$ cat config.mk
export PLATFORM = sky130hd
export DESIGN_NAME = literal_table_branch_call_decoder
export DESIGN_NICKNAME = d
export VERILOG_FILES = /design/src/hdl/literal_decoder_pkg.sv /design/src/hdl/literal_table_branch_call_decoder.sv
export SDC_FILE = /design/constraint.sdc
export NUM_CORES = 1
export LEC_CHECK = 0
export BUFFER_PORTS_ARGS = -buffer_cell sky130_fd_sc_hd__buf_4
export CAP_MARGIN = 20
export CORE_MARGIN = 3
export CORE_UTILIZATION = 35
export CTS_BUF_LIST = sky130_fd_sc_hd__clkbuf_16
export DETAILED_ROUTE_END_ITERATION = 8
export PLACE_DENSITY = 0.5
export SYNTH_ARGS = -nofsm -noshare
export SYNTH_HDL_FRONTEND = slang
export SYNTH_SLANG_ARGS = --single-unit
$ cat constraint.sdc
create_clock -name ref_clk -period 6.1 [get_ports ref_clk]
set_input_delay 0.61 -clock ref_clk [delete_from_list [all_inputs] [get_ports ref_clk]]
set_output_delay 0.61 -clock ref_clk [all_outputs]
set_load 0.05 [all_outputs]
$ cat src/hdl/literal_decoder_pkg.sv
package literal_decoder_pkg;

    // Opcode fields matched against the upper bits of the instruction word.
    localparam logic [7:0] OP_ADD_IMMEDIATE        = 8'h0F;
    localparam logic [7:0] OP_AND_IMMEDIATE        = 8'h0B;
    localparam logic [7:0] OP_OR_IMMEDIATE         = 8'h09;
    localparam logic [7:0] OP_XOR_IMMEDIATE        = 8'h0A;
    localparam logic [7:0] OP_REVERSE_SUBTRACT     = 8'h08;
    localparam logic [7:0] OP_LOAD_ACCUMULATOR     = 8'h0E;
    localparam logic [7:0] OP_MULTIPLY_IMMEDIATE   = 8'h0D;
    localparam logic [7:0] OP_RETURN_WITH_IMM      = 8'h0C;
    localparam logic [7:0] OP_BRANCH_ON_ZERO_FLAG  = 8'hE0;
    localparam logic [11:0] OP_SET_BANK_IMMEDIATE  = 12'h010;
    localparam logic [9:0] OP_LOAD_POINTER_FIRST   = 10'h3B8;
    localparam logic [7:0] OP_LOAD_POINTER_SECOND  = 8'hF0;
    localparam logic [6:0] OP_CALL_FIRST           = 7'h76;
    localparam logic [13:0] OP_PROGRAM_MEMORY_READ  = 14'h0002;
    localparam logic [13:0] OP_PROGRAM_MEMORY_WRITE = 14'h0003;
    localparam logic [3:0] OP_SECOND_WORD_NIBBLE   = 4'hF;

    // Pointer update modes of the table transfers.
    localparam logic [1:0] TBL_KEEP     = 2'h0;
    localparam logic [1:0] TBL_POST_INC = 2'h1;
    localparam logic [1:0] TBL_POST_DEC = 2'h2;
    localparam logic [1:0] TBL_PRE_INC  = 2'h3;

    // Positions of the flags within the status vector.
    localparam int FLAG_CARRY = 0;
    localparam int FLAG_DIGIT = 1;
    localparam int FLAG_ZERO  = 2;
    localparam int FLAG_OVF   = 3;
    localparam int FLAG_NEG   = 4;
    localparam int FLAG_COUNT = 5;

    localparam int PC_WIDTH    = 21;
    localparam int PTR_WIDTH   = 12;
    localparam int PTR_COUNT   = 3;

    localparam logic [20:0] PC_STEP     = 21'h000002;
    localparam logic [20:0] PC_STEP_TWO = 21'h000004;
    localparam logic [20:0] TBL_STEP    = 21'h000001;

    localparam logic [7:0]  ACC_RESET   = 8'h00;
    localparam logic [4:0]  FLAGS_RESET = 5'h00;
    localparam logic [3:0]  BANK_RESET  = 4'h0;
    localparam logic [20:0] PC_RESET    = 21'h000000;

    // Gray order along execute, second word, table cycle, flush.
    typedef enum logic [1:0] {
        ST_EXEC   = 2'h0,
        ST_SECOND = 2'h1,
        ST_TABLE  = 2'h3,
        ST_FLUSH  = 2'h2
    } exec_state_t;

endpackage : literal_decoder_pkg

$ cat src/hdl/literal_table_branch_call_decoder.sv
`timescale 1ns/1ps
// Function
// RL1 - add immediate updates all five flags
// RL2 - and immediate, only zero and negative
// RL3 - or immediate, only zero and negative
// RL4 - xor immediate, only zero and negative
// RL5 - immediate minus accumulator, all five flags
// RL6 - load accumulator immediate, flags unchanged
// RL7 - multiply immediate into product, flags unchanged
// RL8 - four-bit immediate into bank select
// RL9 - return with immediate, two cycles
// RL10 - two-word twelve-bit pointer load
// RL11 - table reads, four pointer modes, two cycles
// RL12 - table writes, four pointer modes, two cycles
// RL13 - started memory write continues until terminated
// RL14 - port self-modify reads pins, not latch
// RL15 - timer count write clears assigned prescaler
// RL16 - taken flow change adds a no-op cycle
// RL17 - stray second word executes as no-op
// RL18 - branch on zero to PC+2+2n
// RL19 - call pushes address plus four, loads target
// RL20 - fast call bit saves into shadows
// RL21 - 21-bit table pointer, 8-bit table latch
// RL22 - flushed fetch has no side effect
module literal_table_branch_call_decoder
    import literal_decoder_pkg::*;
(
    input  wire logic                        ref_clk,
    input  wire logic                        rst_b,
    input  wire logic [15:0]                 instr_word,
    input  wire logic [20:0]                 return_stack_top,
    input  wire logic [7:0]                  pm_rdata,
    input  wire logic                        pm_write_arm,
    input  wire logic                        pm_write_done,
    input  wire logic                        timer_zero_write,
    input  wire logic                        prescaler_assigned,
    input  wire logic                        port_target,
    input  wire logic [7:0]                  port_pins,
    input  wire logic [7:0]                  port_latch,
    output logic [20:0]                      fetch_addr,
    output logic [7:0]                       working_accumulator,
    output logic [literal_decoder_pkg::FLAG_COUNT-1:0] status_flags,
    output logic [3:0]                       bank_select_register,
    output logic [15:0]                      product,
    output logic [literal_decoder_pkg::PTR_COUNT*12-1:0] indirect_pointer,
    output logic [20:0]                      program_memory_pointer,
    output logic [7:0]                       program_memory_latch,
    output logic [7:0]                       accumulator_shadow,
    output logic [literal_decoder_pkg::FLAG_COUNT-1:0] flags_shadow,
    output logic [3:0]                       bank_shadow,
    output logic                             stack_push,
    output logic [20:0]                      stack_push_addr,
    output logic                             stack_pop,
    output logic                             pm_read,
    output logic                             pm_write,
    output logic [20:0]                      pm_addr,
    output logic [7:0]                       pm_wdata,
    output logic                             pm_write_active,
    output logic                             prescaler_clear,
    output logic [7:0]                       rmw_source
);

    typedef struct packed {
        exec_state_t                  st;
        logic [7:0]                   acc;
        logic [FLAG_COUNT-1:0]        flags;
        logic [3:0]                   bank;
        logic [15:0]                  prod;
        logic [PTR_COUNT-1:0][11:0]   ptr;
        logic [20:0]                  mptr;
        logic [7:0]                   mlat;
        logic [7:0]                   acc_sh;
        logic [FLAG_COUNT-1:0]        flags_sh;
        logic [3:0]                   bank_sh;
        logic [20:0]                  pc;
        logic                         is_call;
        logic [1:0]                   sel;
        logic [7:0]                   held;
        logic                         tbl_wr;
        logic [1:0]                   tbl_mode;
        logic [20:0]                  mem_addr;
        logic                         mem_rd;
        logic                         mem_wr;
        logic                         wr_active;
        logic                         push;
        logic [20:0]                  push_addr;
        logic                         pop;
        logic                         pre_clr;
    } core_t;

    core_t s_q;
    core_t s_d;

    logic [7:0] imm;
    logic [8:0] add_sum;
    logic [4:0] add_nib;
    logic [8:0] sub_sum;
    logic [4:0] sub_nib;
    logic [7:0] logic_res;
    logic [20:0] branch_target;

    assign imm           = instr_word[7:0];
    assign add_sum       = {1'b0, s_q.acc} + {1'b0, imm};
    assign add_nib       = {1'b0, s_q.acc[3:0]} + {1'b0, imm[3:0]};
    assign sub_sum       = {1'b0, imm} + {1'b0, ~s_q.acc} + 9'h001;
    assign sub_nib       = {1'b0, imm[3:0]} + {1'b0, ~s_q.acc[3:0]} + 5'h01;
    assign branch_target = s_q.pc + PC_STEP + {{12{imm[7]}}, imm, 1'b0};

    always_comb begin
        logic_res = 8'h00;
        unique case (instr_word[15:8])
            OP_AND_IMMEDIATE: logic_res = s_q.acc & imm;
            OP_OR_IMMEDIATE:  logic_res = s_q.acc | imm;
            default:          logic_res = s_q.acc ^ imm;
        endcase
    end

    ////////////////////////////////////////////////////////////////////////////////

    always_comb begin
        s_d         = s_q;
        s_d.mem_rd  = 1'b0;
        s_d.mem_wr  = 1'b0;
        s_d.push    = 1'b0;
        s_d.pop     = 1'b0;
        s_d.pre_clr = timer_zero_write && prescaler_assigned; // see RL15
        // A write that has started keeps running; a new start wins over done.
        if (s_q.mem_wr && pm_write_arm) begin
            s_d.wr_active = 1'b1; // see RL13
        end else if (pm_write_done) begin
            s_d.wr_active = 1'b0; // see RL13
        end
        unique case (s_q.st)
            ST_EXEC: begin
                s_d.pc = s_q.pc + PC_STEP; // see RL17
                if (instr_word[15:8] == OP_ADD_IMMEDIATE) begin
                    s_d.acc                = add_sum[7:0]; // see RL1
                    s_d.flags[FLAG_CARRY]  = add_sum[8];
                    s_d.flags[FLAG_DIGIT]  = add_nib[4];
                    s_d.flags[FLAG_ZERO]   = (add_sum[7:0] == 8'h00);
                    s_d.flags[FLAG_OVF]    = (s_q.acc[7] == imm[7]) && (add_sum[7] != imm[7]);
                    s_d.flags[FLAG_NEG]    = add_sum[7];
                end else if (instr_word[15:8] == OP_REVERSE_SUBTRACT) begin
                    s_d.acc                = sub_sum[7:0]; // see RL5
                    s_d.flags[FLAG_CARRY]  = sub_sum[8];
                    s_d.flags[FLAG_DIGIT]  = sub_nib[4];
                    s_d.flags[FLAG_ZERO]   = (sub_sum[7:0] == 8'h00);
                    s_d.flags[FLAG_OVF]    = (s_q.acc[7] != imm[7]) && (sub_sum[7] != imm[7]);
                    s_d.flags[FLAG_NEG]    = sub_sum[7];
                end else if (instr_word[15:8] == OP_AND_IMMEDIATE
                             || instr_word[15:8] == OP_OR_IMMEDIATE
                             || instr_word[15:8] == OP_XOR_IMMEDIATE) begin
                    s_d.acc               = logic_res; // see RL2 see RL3 see RL4
                    s_d.flags[FLAG_ZERO]  = (logic_res == 8'h00);
                    s_d.flags[FLAG_NEG]   = logic_res[7];
                end else if (instr_word[15:8] == OP_LOAD_ACCUMULATOR) begin
                    s_d.acc = imm; // see RL6
                end else if (instr_word[15:8] == OP_MULTIPLY_IMMEDIATE) begin
                    s_d.prod = s_q.acc * imm; // see RL7
                end else if (instr_word[15:4] == OP_SET_BANK_IMMEDIATE) begin
                    s_d.bank = instr_word[3:0]; // see RL8
                end else if (instr_word[15:8] == OP_RETURN_WITH_IMM) begin
                    s_d.acc = imm; // see RL9
                    s_d.pc  = return_stack_top;
                    s_d.pop = 1'b1;
                    s_d.st  = ST_FLUSH; // see RL16
                end else if (instr_word[15:8] == OP_BRANCH_ON_ZERO_FLAG) begin
                    if (s_q.flags[FLAG_ZERO]) begin
                        s_d.pc = branch_target; // see RL18
                        s_d.st = ST_FLUSH; // see RL16
                    end
                end else if (instr_word[15:6] == OP_LOAD_POINTER_FIRST) begin
                    s_d.is_call = 1'b0; // see RL10
                    s_d.sel     = instr_word[5:4];
                    s_d.held    = {4'h0, instr_word[3:0]};
                    s_d.st      = ST_SECOND;
                end else if (instr_word[15:9] == OP_CALL_FIRST) begin
                    s_d.is_call   = 1'b1;
                    s_d.held      = imm;
                    s_d.push      = 1'b1; // see RL19
                    s_d.push_addr = s_q.pc + PC_STEP_TWO;
                    if (instr_word[8]) begin
                        s_d.acc_sh   = s_q.acc; // see RL20
                        s_d.flags_sh = s_q.flags;
                        s_d.bank_sh  = s_q.bank;
                    end
                    s_d.st = ST_SECOND;
                end else if (instr_word[15:2] == OP_PROGRAM_MEMORY_READ
                             || instr_word[15:2] == OP_PROGRAM_MEMORY_WRITE) begin
                    s_d.tbl_wr   = instr_word[2]; // see RL11 see RL12
                    s_d.tbl_mode = instr_word[1:0];
                    s_d.mem_addr = (instr_word[1:0] == TBL_PRE_INC)
                                 ? s_q.mptr + TBL_STEP : s_q.mptr; // see RL21
                    s_d.mem_rd   = !instr_word[2];
                    s_d.mem_wr   = instr_word[2];
                    unique case (instr_word[1:0])
                        TBL_KEEP:     s_d.mptr = s_q.mptr;
                        TBL_POST_DEC: s_d.mptr = s_q.mptr - TBL_STEP;
                        TBL_POST_INC,
                        TBL_PRE_INC:  s_d.mptr = s_q.mptr + TBL_STEP;
                    endcase
                    s_d.st = ST_TABLE;
                end
                // A stray second word and every other code only advance the PC by PC_STEP.
            end
            ST_SECOND: begin
                if (s_q.is_call) begin
                    s_d.pc = {instr_word[11:0], s_q.held, 1'b0}; // see RL19
                end else begin
                    s_d.pc = s_q.pc + PC_STEP;
                    if (instr_word[15:8] == OP_LOAD_POINTER_SECOND && s_q.sel != 2'h3) begin
                        s_d.ptr[s_q.sel] = {s_q.held[3:0], imm}; // see RL10
                    end
                end
                s_d.st = ST_EXEC;
            end
            ST_TABLE: begin
                if (!s_q.tbl_wr) begin
                    s_d.mlat = pm_rdata; // see RL11
                end
                s_d.st = ST_EXEC; // see RL12
            end
            ST_FLUSH: begin
                s_d.st = ST_EXEC; // see RL22
            end
        endcase
    end

    always_ff @(posedge ref_clk) begin
        if (!rst_b) begin
            s_q       <= '0;
            s_q.st    <= ST_EXEC;
            s_q.acc   <= ACC_RESET;
            s_q.flags <= FLAGS_RESET;
            s_q.bank  <= BANK_RESET;
            s_q.pc    <= PC_RESET;
        end else begin
            s_q <= s_d;
        end
    end

    ////////////////////////////////////////////////////////////////////////////////

    assign fetch_addr             = s_q.pc;
    assign working_accumulator    = s_q.acc;
    assign status_flags           = s_q.flags;
    assign bank_select_register   = s_q.bank;
    assign product                = s_q.prod;
    assign indirect_pointer       = s_q.ptr;
    assign program_memory_pointer = s_q.mptr;
    assign program_memory_latch   = s_q.mlat;
    assign accumulator_shadow     = s_q.acc_sh;
    assign flags_shadow           = s_q.flags_sh;
    assign bank_shadow            = s_q.bank_sh;
    assign stack_push             = s_q.push;
    assign stack_push_addr        = s_q.push_addr;
    assign stack_pop              = s_q.pop;
    assign pm_read                = s_q.mem_rd;
    assign pm_write               = s_q.mem_wr;
    assign pm_addr                = s_q.mem_addr;
    assign pm_wdata               = s_q.mlat;
    assign pm_write_active        = s_q.wr_active || (s_q.mem_wr && pm_write_arm);
    assign prescaler_clear        = s_q.pre_clr;
    assign rmw_source             = port_target ? port_pins : port_latch; // see RL14

    logic in_exec;
    assign in_exec = (s_q.st == ST_EXEC);
endmodule : literal_table_branch_call_decoder

* Word level (Yosys, flattened, before mapping)
Cells that the tools add are included.
Cells by class: div/mod/pow operators 0, reductions and logical operators 41, equality and inequality tests 36, $mul 1, bitwise logic cells 21, magnitude comparators 2, shifts and indexed selects 0, multiplexer cells 55, $add $sub $neg 11
Operator list (number):
- $mux W58 | 6
- $mux W21 | 5
- $pmux W21 S2 | 2
- $mux W26 | 3
- $mux W37 | 2
- $eq A8 B4 Y1 const B | 8
- $mux W8 | 6
- $bwmux W36 | 1
- $eq A14 B2 Y1 const B | 2
- $demux W12 S2 | 1
- $logic_not A8 Y1 | 3
- $mux W2 | 12
- $reduce_and A12 Y1 | 2
- $mux W22 | 1
- $add A21 B1 Y21 const B | 1
- $add A21 B2 Y21 const B | 1
- $add A21 B21 Y21 | 1
- $add A21 B3 Y21 const B | 1
- $sub A21 B1 Y21 const B | 1
- $mux W10 | 2
- $reduce_and A10 Y1 | 2
- $add A8 B8 Y9 | 2
- $eq A8 B8 Y1 const B | 2
- $mul A8 B8 Y16 | 1
- 48 further kinds | 99
Word-level totals: word-level logic and storage cells 195, register bits after elaboration 200, RAM bits 0, ROM bits 0, output and inout port bits 200, bits of input ports 68, memories kept 0, bits in latches 0

* Longest topological paths before layout
Gate-level depths: netlist (run 1).
word-level depth 14, mapped depth 20, mapped depth without buffers 19

* Worst setup path before layout (run 1)
Ideal clock, no wire load.
path kind input port to flip-flop, from input instr_word[3], to register s_q (netlist bit product[15]), library setup time 132 ps, data required time 5968 ps, setup slack 1311 ps, data arrival time 4656 ps, path buffers 1, cell stages on the path 20, path through clkbuf_1 -> clkinv_1 -> nor2_1 -> fa_1 -> inv_1 -> fa_1 -> inv_1 -> ha_1 -> inv_1 -> fa_1 -> inv_1 -> ha_1 -> nor2b_1 -> o21ai_0 -> a21boi_0 -> o41ai_1 -> o21ai_0 -> o41ai_1 -> xnor2_1 -> a21oi_1
On the way: cells in the longest elaborated chain, start to end 1
RTL lines:
- start: declaration | line literal_table_branch_call_decoder.sv:30 | input wire logic [15:0] instr_word,
- $mul A8 B8 Y16 | line literal_table_branch_call_decoder.sv:159 | s_d.prod = s_q.acc * imm;
- end: declaration | line literal_table_branch_call_decoder.sv:91 | core_t s_q;
No other way between the ends. A chain may end at the register's enable or synchronous reset.

* Final worst setup path (run 1)
from register s_q (netlist bit working_accumulator[1]), to register s_q (netlist bit product[15])
On the way: cells in the longest elaborated chain, start to end 1
RTL lines (line):
- $mul A8 B8 Y16 | literal_table_branch_call_decoder.sv:159
No other way between the ends.

==> results of run 1 <==
cells in the mapped netlist (44+ instances only):
cell        n
a211oi_1   60
a21oi_1   155
buf_4     186
clkbuf_1   85
dfxtp_1   198
ha_1       87
inv_1      87
nand2_1   177
nor2_1    263
o21ai_0    64
xnor2_1    58
xor2_1     44
through the flow:
step / instances / cell area, um2 / total power [W] / util
finish: 2449 / 16400 / 0.00283 / 0.397
detailed placement: 2418 / 15800 / 0.00167 / 0.383
CTS: 2449 / 16400 / 0.00286 / 0.397
global route: 2449 / 16400 / 0.00294 / 0.397
global placement: 2418 / 15800 / 0.00167 / 0.383
floorplan: 1897 / 14900 / 0.00155 / -
area by class of cell:
cell class	count	share of cell area
clock buffers	17	0.0259
inverters	93	0.0216
clock inverters	14	0.00959
multi-input cells	1314	0.533
repair buffers	281	0.128
well taps	532	0.0405
flip-flops and latches	198	0.241
report_power, final:
| part | switching, W | internal, W |
|---|---|---|
| Sequential | 0.00000987 | 0.00130 |
| Clock | 0.000542 | 0.000640 |
| Combinational | 0.000220 | 0.000120 |
| Total | 0.000772 | 0.00206 |
routing by layer:
| metal | GRT usage | share of wire |
|---|---|---|
| met1 | 0.279 | 0.43 |
| met5 | 0 | 0 |
| met4 | 0.0751 | 0.032 |
| met3 | 0.0379 | 0.054 |
| met2 | 0.368 | 0.48 |
state kept, by name, summed over array words and instances, names as in the netlist, 4 cells and up:
name and count:
accumulator_shadow 8, bank_select_register 4, bank_shadow 4, fetch_addr 21, flags_shadow 5, indirect_pointer 36, pm_addr 21, pm_wdata 8
product 16, program_memory_pointer 21, s_q 15, stack_push_addr 21, status_flags 5, working_accumulator 8
path summary, 6_finish.rpt:
path,end,depth (start not counted)
min,pm_wdata[7],3
max,product[15],16
min reg2reg,product[6],2
max reg2reg,product[15],16
kinds of logic (layout without fill, tap and decap cells):
group / count (synthesis) / count (layout)
AO/OA/AOI/OAI: 400 / 400
flip-flops: 198 / 198
XOR/XNOR: 102 / 102
AND/OR/NAND/NOR: 630 / 630
adder cells (fa/ha/maj): 126 / 126
multiplexers: 56 / 56
buffers and inverters: 385 / 405
cell usage in the layout, fill, tap and decap left out, types with 6 or more instances in the layout:
master	Yosys	layout
a21oi_1	155	155
a221oi_1	6	6
nor2_1	263	263
o211ai_1	6	6
nor4_1	9	9
and2_1	11	11
nand4_1	20	20
clkinv_1	5	6
o22ai_1	12	12
buf_4	186	281
ha_1	87	87
nand2_1	177	177
and3_1	18	18
fa_1	39	39
a211oi_1	60	60
nand2b_1	9	9
o21ai_0	64	64
a22oi_1	13	13
dfxtp_1	198	198
xnor2_1	58	58
or2_2	9	9
mux2i_1	43	43
mux2_2	13	13
o21bai_1	11	11
o31ai_1	8	8
or3_1	14	14
inv_1	87	90
nor2b_1	7	7
nand3b_1	6	6
a21o_1	10	10
nand3_1	31	31
clkbuf_16	0	17
xor2_1	44	44
o221ai_1	6	6
nor3_1	32	30
tightest hold or removal path, stage by stage:
cell	delay, ns
buf_4	0.07
mux2i_1	0.05
nor2_1	0.07
==> flow_summary.yaml, run 1 <==
run_status:
  status: "completed"
worst_setup_path:
  crit_type: "register to register"
  cp.arrival_ns: 5.45
  start_kind: "register"
  worstReg2RegStart: "working_accumulator[1]"
  worstSetupEndpointType: "register"
  cp_cell_sequence: "inv_1 -> nor2_1 -> fa_1 -> fa_1 -> inv_1 -> fa_1 -> fa_1 -> inv_1 -> ha_1 -> o21ai_0 -> a21boi_0 -> o41ai_1 -> o21ai_0 -> o41ai_1 -> xnor2_1 -> a21oi_1"
  worstPathMaxFanout: 8
  startpoint: "working_accumulator[1]"
  critPathSlowestCell: "fa_1"
  required_ns: 6.44
  slowest_delay_ns: 0.55
  path_delay_family: "adder cells"
  cp_common_cell: "fa_1"
  r2r_setup_slack_ns: 0.99
  path_buf_inv: 3
cells_and_area:
  regArea_mm2: 0.00396
  diodes: 0
  fin_nets: 2099
  drive_above_1_share: 0.183
  multi_input_area_mm2: 0.00875
  area_growth_pct: 10.5
  fill_cells: 4312
grt:
  grt_pass1_wl_um: 75300
  grt_usage: 0.217
  grt_pass1_vias: 12700
  antenna_found_initial: 1
  overflow: 0
  grt_max_degree: 120
route:
  vias: 12900
  viasPerCell: 5.29
  first_pass_iters: 6
  routedWlPerCell_um: 20.1
  antenna_left: 0
  drtIter0Drc: 744
  drc: 0
  wl_um: 49300
timing:
  drv_slew: 0
  fmax_mhz: 196
  fin_ws_ns: 0.989
  hold_slack_ns: 0.375
  hold_viol: 0
  fin_skew_ns: 0.0137
  worst_slew_pin_slew_ns: 0.977
  tns_ns: 0
  period_share: 0.838
  post-route-min-period_ns: 5.11
  slew_headroom: 0.345
  setup_viol: 0
  rsz0062_at_grt: "no"
clock_tree:
  cts_tree: "yes"
  cts-resized-gates: 0
  cts-root-buf: "clkbuf_16"
  holdBufCountCts: 0
  insertion_delay_ns: 0.47
  cts_buffer_depth: 2
  cts_made_buffers: 17
  cts_sinks: 198
  post-cts-setup-buffers: 0
  path_clk_slew_ns: 0.08
  htree_levels: 4
yosys:
  synth_compound_area_frac: 0.169
  ys_seq_area_frac: 0.267
  synth_nets: 2091
  synth_area_per_cell_um2: 7.84
  yosysUniqueCellTypes: 76
  synth-xor-area-share: 0.0601
  synth_area_mm2: 0.0149
  synth_fa_ha_area_frac: 0.126
  synth.area.top_cells: "dfxtp_1 (27%), buf_4 (9.4%), ha_1 (7.3%)"
  yosys.area.top_type: "dfxtp_1"
  ys_warn_count: 0
  synth-seq-cells: 198
  async_flop_share: 0
  synth_ff_type: "dfxtp_1"
  synth_top_area_frac: 0.267
  synth_top_family_by_area: "simple AND/OR/NAND/NOR gates"
  yosys.area_share.simple: 0.194
  synth.area.mux_share: 0.0388
  synth_edf_count: 0
  synth_cells: 1897
placement:
  globalplace.congestion: 0.921
  portBuffers: 267
  dp_hpwl_um: 36300
  pre_cts_ws_ns: 0.625
power_and_ir_drop:
  powerDensity_mw_per_mm2: 172
  leakage_nw: 7.07
  ir_drop_mv: 0.182
job:
  drv_cap: 0
min_path:
  min_from: "pm_rdata[7]"
  min_path_type: "input pin to register"
die:
  rows: 74
  boundaryPins: 268
  die_y_um: 212
  coreArea_mm2: 0.0414
  die_x_um: 212
  start_util: 0.359
  die_area_mm2: 0.0450
Power figures use the tool's default switching activity.
==> run 2: changes to the inputs <==
--- a/config.mk
+++ b/config.mk
@@ -5,6 +5,7 @@
 export SDC_FILE = /design/constraint.sdc
 export NUM_CORES = 1
 export LEC_CHECK = 0
+export ABC_AREA = 1
 export BUFFER_PORTS_ARGS = -buffer_cell sky130_fd_sc_hd__buf_4
 export CAP_MARGIN = 20
 export CORE_MARGIN = 3
==> constraint.sdc (replaced) <==
create_clock -name ref_clk -period 4.9 [get_ports ref_clk]
set_input_delay 0.49 -clock ref_clk [delete_from_list [all_inputs] [get_ports ref_clk]]
set_output_delay 0.49 -clock ref_clk [all_outputs]
set_load 0.05 [all_outputs]
==> flow_summary.yaml, run 2 <==
worst_setup_path:
  required_ns: 5.28
  cp_cell_sequence: "nand2_1 -> inv_1 -> fa_1 -> fa_1 -> inv_1 -> fa_1 -> fa_1 -> inv_1 -> ha_1 -> nand2_1 -> o21ai_0 -> nand2_1 -> nand2_1 -> a21oi_1 -> o21ai_0 -> nand2_1 -> nand3_1 -> nand3_1 -> nand2_1 -> inv_1"
  worstReg2RegStart: "working_accumulator[2]"
  crit_type: "register to register"
  start_kind: "register"
  path_delay_family: "adder cells"
  slowest_delay_ns: 0.55
  cp_common_cell: "nand2_1"
  r2r_setup_slack_ns: 0.36
  path_buf_inv: 4
  worstSetupEndpointType: "register"
  critPathSlowestCell: "fa_1"
  worstPathMaxFanout: 12
  worstReg2RegEnd: "product[13]"
  reg2reg_depth: 20
  cp.arrival_ns: 4.93
min_path:
  min_from: "prescaler_assigned"
  hold_end: "prescaler_clear"
  hold_depth: 3
  min_path_type: "input pin to register"
grt:
  overflow: 0
  grt_pass1_vias: 14100
  grt_pass1_wl_um: 84000
  grt_max_degree: 79
  grt_usage: 0.228
  antenna_found_initial: 1
cells_and_area:
  layout_common_cells: "nand2_1 (407), inv_1 (319), buf_4 (289), nor2_1 (204), a21oi_1 (202)"
  area_growth_pct: 10.3
  fin_area_mm2: 0.0175
  layout_commonest_cell: "nand2_1"
  fin_nets: 2544
  largest_reg_flops: 36
  drive_above_1_share: 0.161
placement:
  globalplace.congestion: 0.927
  portBuffers: 267
  place_area_mm2: 0.0170
  dp_hpwl_um: 43100
yosys:
  synth_ff_type: "dfxtp_1"
  synth.area.top_cells: "dfxtp_1 (25%), nand2_1 (9.6%), buf_4 (8.9%)"
  synth_area_mm2: 0.0159
  synth-seq-cells: 198
  synth_edf_count: 0
  ys_warn_count: 0
  ys_seq_area_frac: 0.249
  synth_top_area_frac: 0.249
  yosysUniqueCellTypes: 52
  yosys.area.top_type: "dfxtp_1"
  synth_nets: 2523
  synth_cells: 2329
  netlist_top_cells_count: "nand2_1 (407), inv_1 (318), nor2_1 (204), a21oi_1 (202), dfxtp_1 (198)"
  synth_area_per_cell_um2: 6.83
  async_flop_share: 0
  synth.most_common_cell: "nand2_1"
route:
  drtIter0Drc: 1035
  routedWlPerCell_um: 18.7
  vias: 15000
  viasPerCell: 5.07
  wl_um: 55400
  first_pass_iters: 5
  drc: 0
  antenna_left: 0
timing:
  hold_viol: 0
  slew_headroom: 0.359
  worst_slew_pin_slew_ns: 0.955
  post-route-min-period_ns: 4.54
  drv_slew: 0
  rsz0062_at_grt: "no"
  period_share: 0.927
  tns_ns: 0
  setup_viol: 0
  fmax_mhz: 220
  fin_skew_ns: 0.0174
job:
  drv_cap: 0
die:
  coreArea_mm2: 0.0445
  die_x_um: 219
  boundaryPins: 268
  start_util: 0.357
  rows: 77
  die_area_mm2: 0.0480
  die_y_um: 219
clock_tree:
  insertion_delay_ns: 0.49
  cts-root-buf: "clkbuf_16"
  cts_made_buffers: 17
  cts_buffer_depth: 2
  path_clk_slew_ns: 0.08
  cts_sinks: 198
  htree_levels: 4
  cts_tree: "yes"
  holdBufCountCts: 0
run_status:
  status: "completed"
power_and_ir_drop:
  leakage_nw: 8.38
  powerDensity_mw_per_mm2: 203
  ir_drop_mv: 0.268
run 2: metal layers:
layer | routed length (um) | up-vias | global-route usage
met5 | 0 | - | 0
met2 | 24800 | 473 | 0.359
met4 | 794 | 0 | 0.0527
met3 | 3120 | 43 | 0.0392
met1 | 26700 | 7075 | 0.326
li1 | - | 7382 | -
run 2: final cells by class:
| cell class | count | area, um2 |
|---|---|---|
| Inverter | 333 | 1250 |
| Sequential cell | 198 | 3970 |
| Clock buffer | 17 | 425 |
| Clock inverter | 15 | 130 |
| Fill cell | 4860 | 27000 |
| Antenna cell | 1 | 2.50 |
| Multi-Input combinational cell | 1511 | 8850 |
| Tap cell | 592 | 741 |
| Timing Repair Buffer | 289 | 2170 |
run 2: cell families after synthesis:
kind of cell               Yosys count  synth area share
buffers and inverters              620             0.194
muxes                                8           0.00567
and+or+nand+nor                    822             0.224
xor gates and xnor gates            77            0.0424
DFF                                198             0.249
adders and majority gates          126             0.118
AOI/OAI and AO/OA                  478             0.168
run 2: stage by stage:
stage                     power (W)  setup slack, ns   util  std cells  hold slack [ns]
after CTS                   0.00360            0.230  0.394       2955            0.185
final                       0.00355            0.357  0.394       2956            0.217
after detailed placement    0.00217            0.223  0.382       2923            0.438
after floorplan             0.00199            0.597      -       2329            0.424
after global placement      0.00217            0.294  0.382       2923            0.433
after global routing        0.00371           0.0987  0.394       2955            0.205
run 2: what timing repair did:
item,4_1_cts,5_1_grt
gates resized for setup,0,1
buffers inserted,0,0
endpoints found under the setup margin,0,1
run 2: worst min-delay path: stages:
cell and delay (ns):
buf_4 0.08, nand2_1 0.04, nor2_1 0.07
run 2: power breakdown:
group	leakage [nW]	switching [W]	total [W]	internal, W
registers	1.60	0.0000175	0.00163	0.00162
logic	6.51	0.000342	0.000505	0.000163
clock network	0.276	0.000710	0.00141	0.000704
total	8.38	0.00107	0.00355	0.00248
run 2: worst max-delay path by stage:
| stage | endpoint | cells after the start | from | slack (ns) |
|---|---|---|---|---|
| after CTS | product[13] | 19 | working_accumulator[3] | 0.23 |
| after global routing | product[13] | 20 | working_accumulator[2] | 0.1 |
| after detailed placement | product[13] | 21 | instr_word[4] | 0.22 |
| after global placement | product[13] | 21 | instr_word[4] | 0.29 |
| final | product[13] | 20 | working_accumulator[2] | 0.36 |
| after floorplan | product[13] | 21 | instr_word[4] | 0.60 |
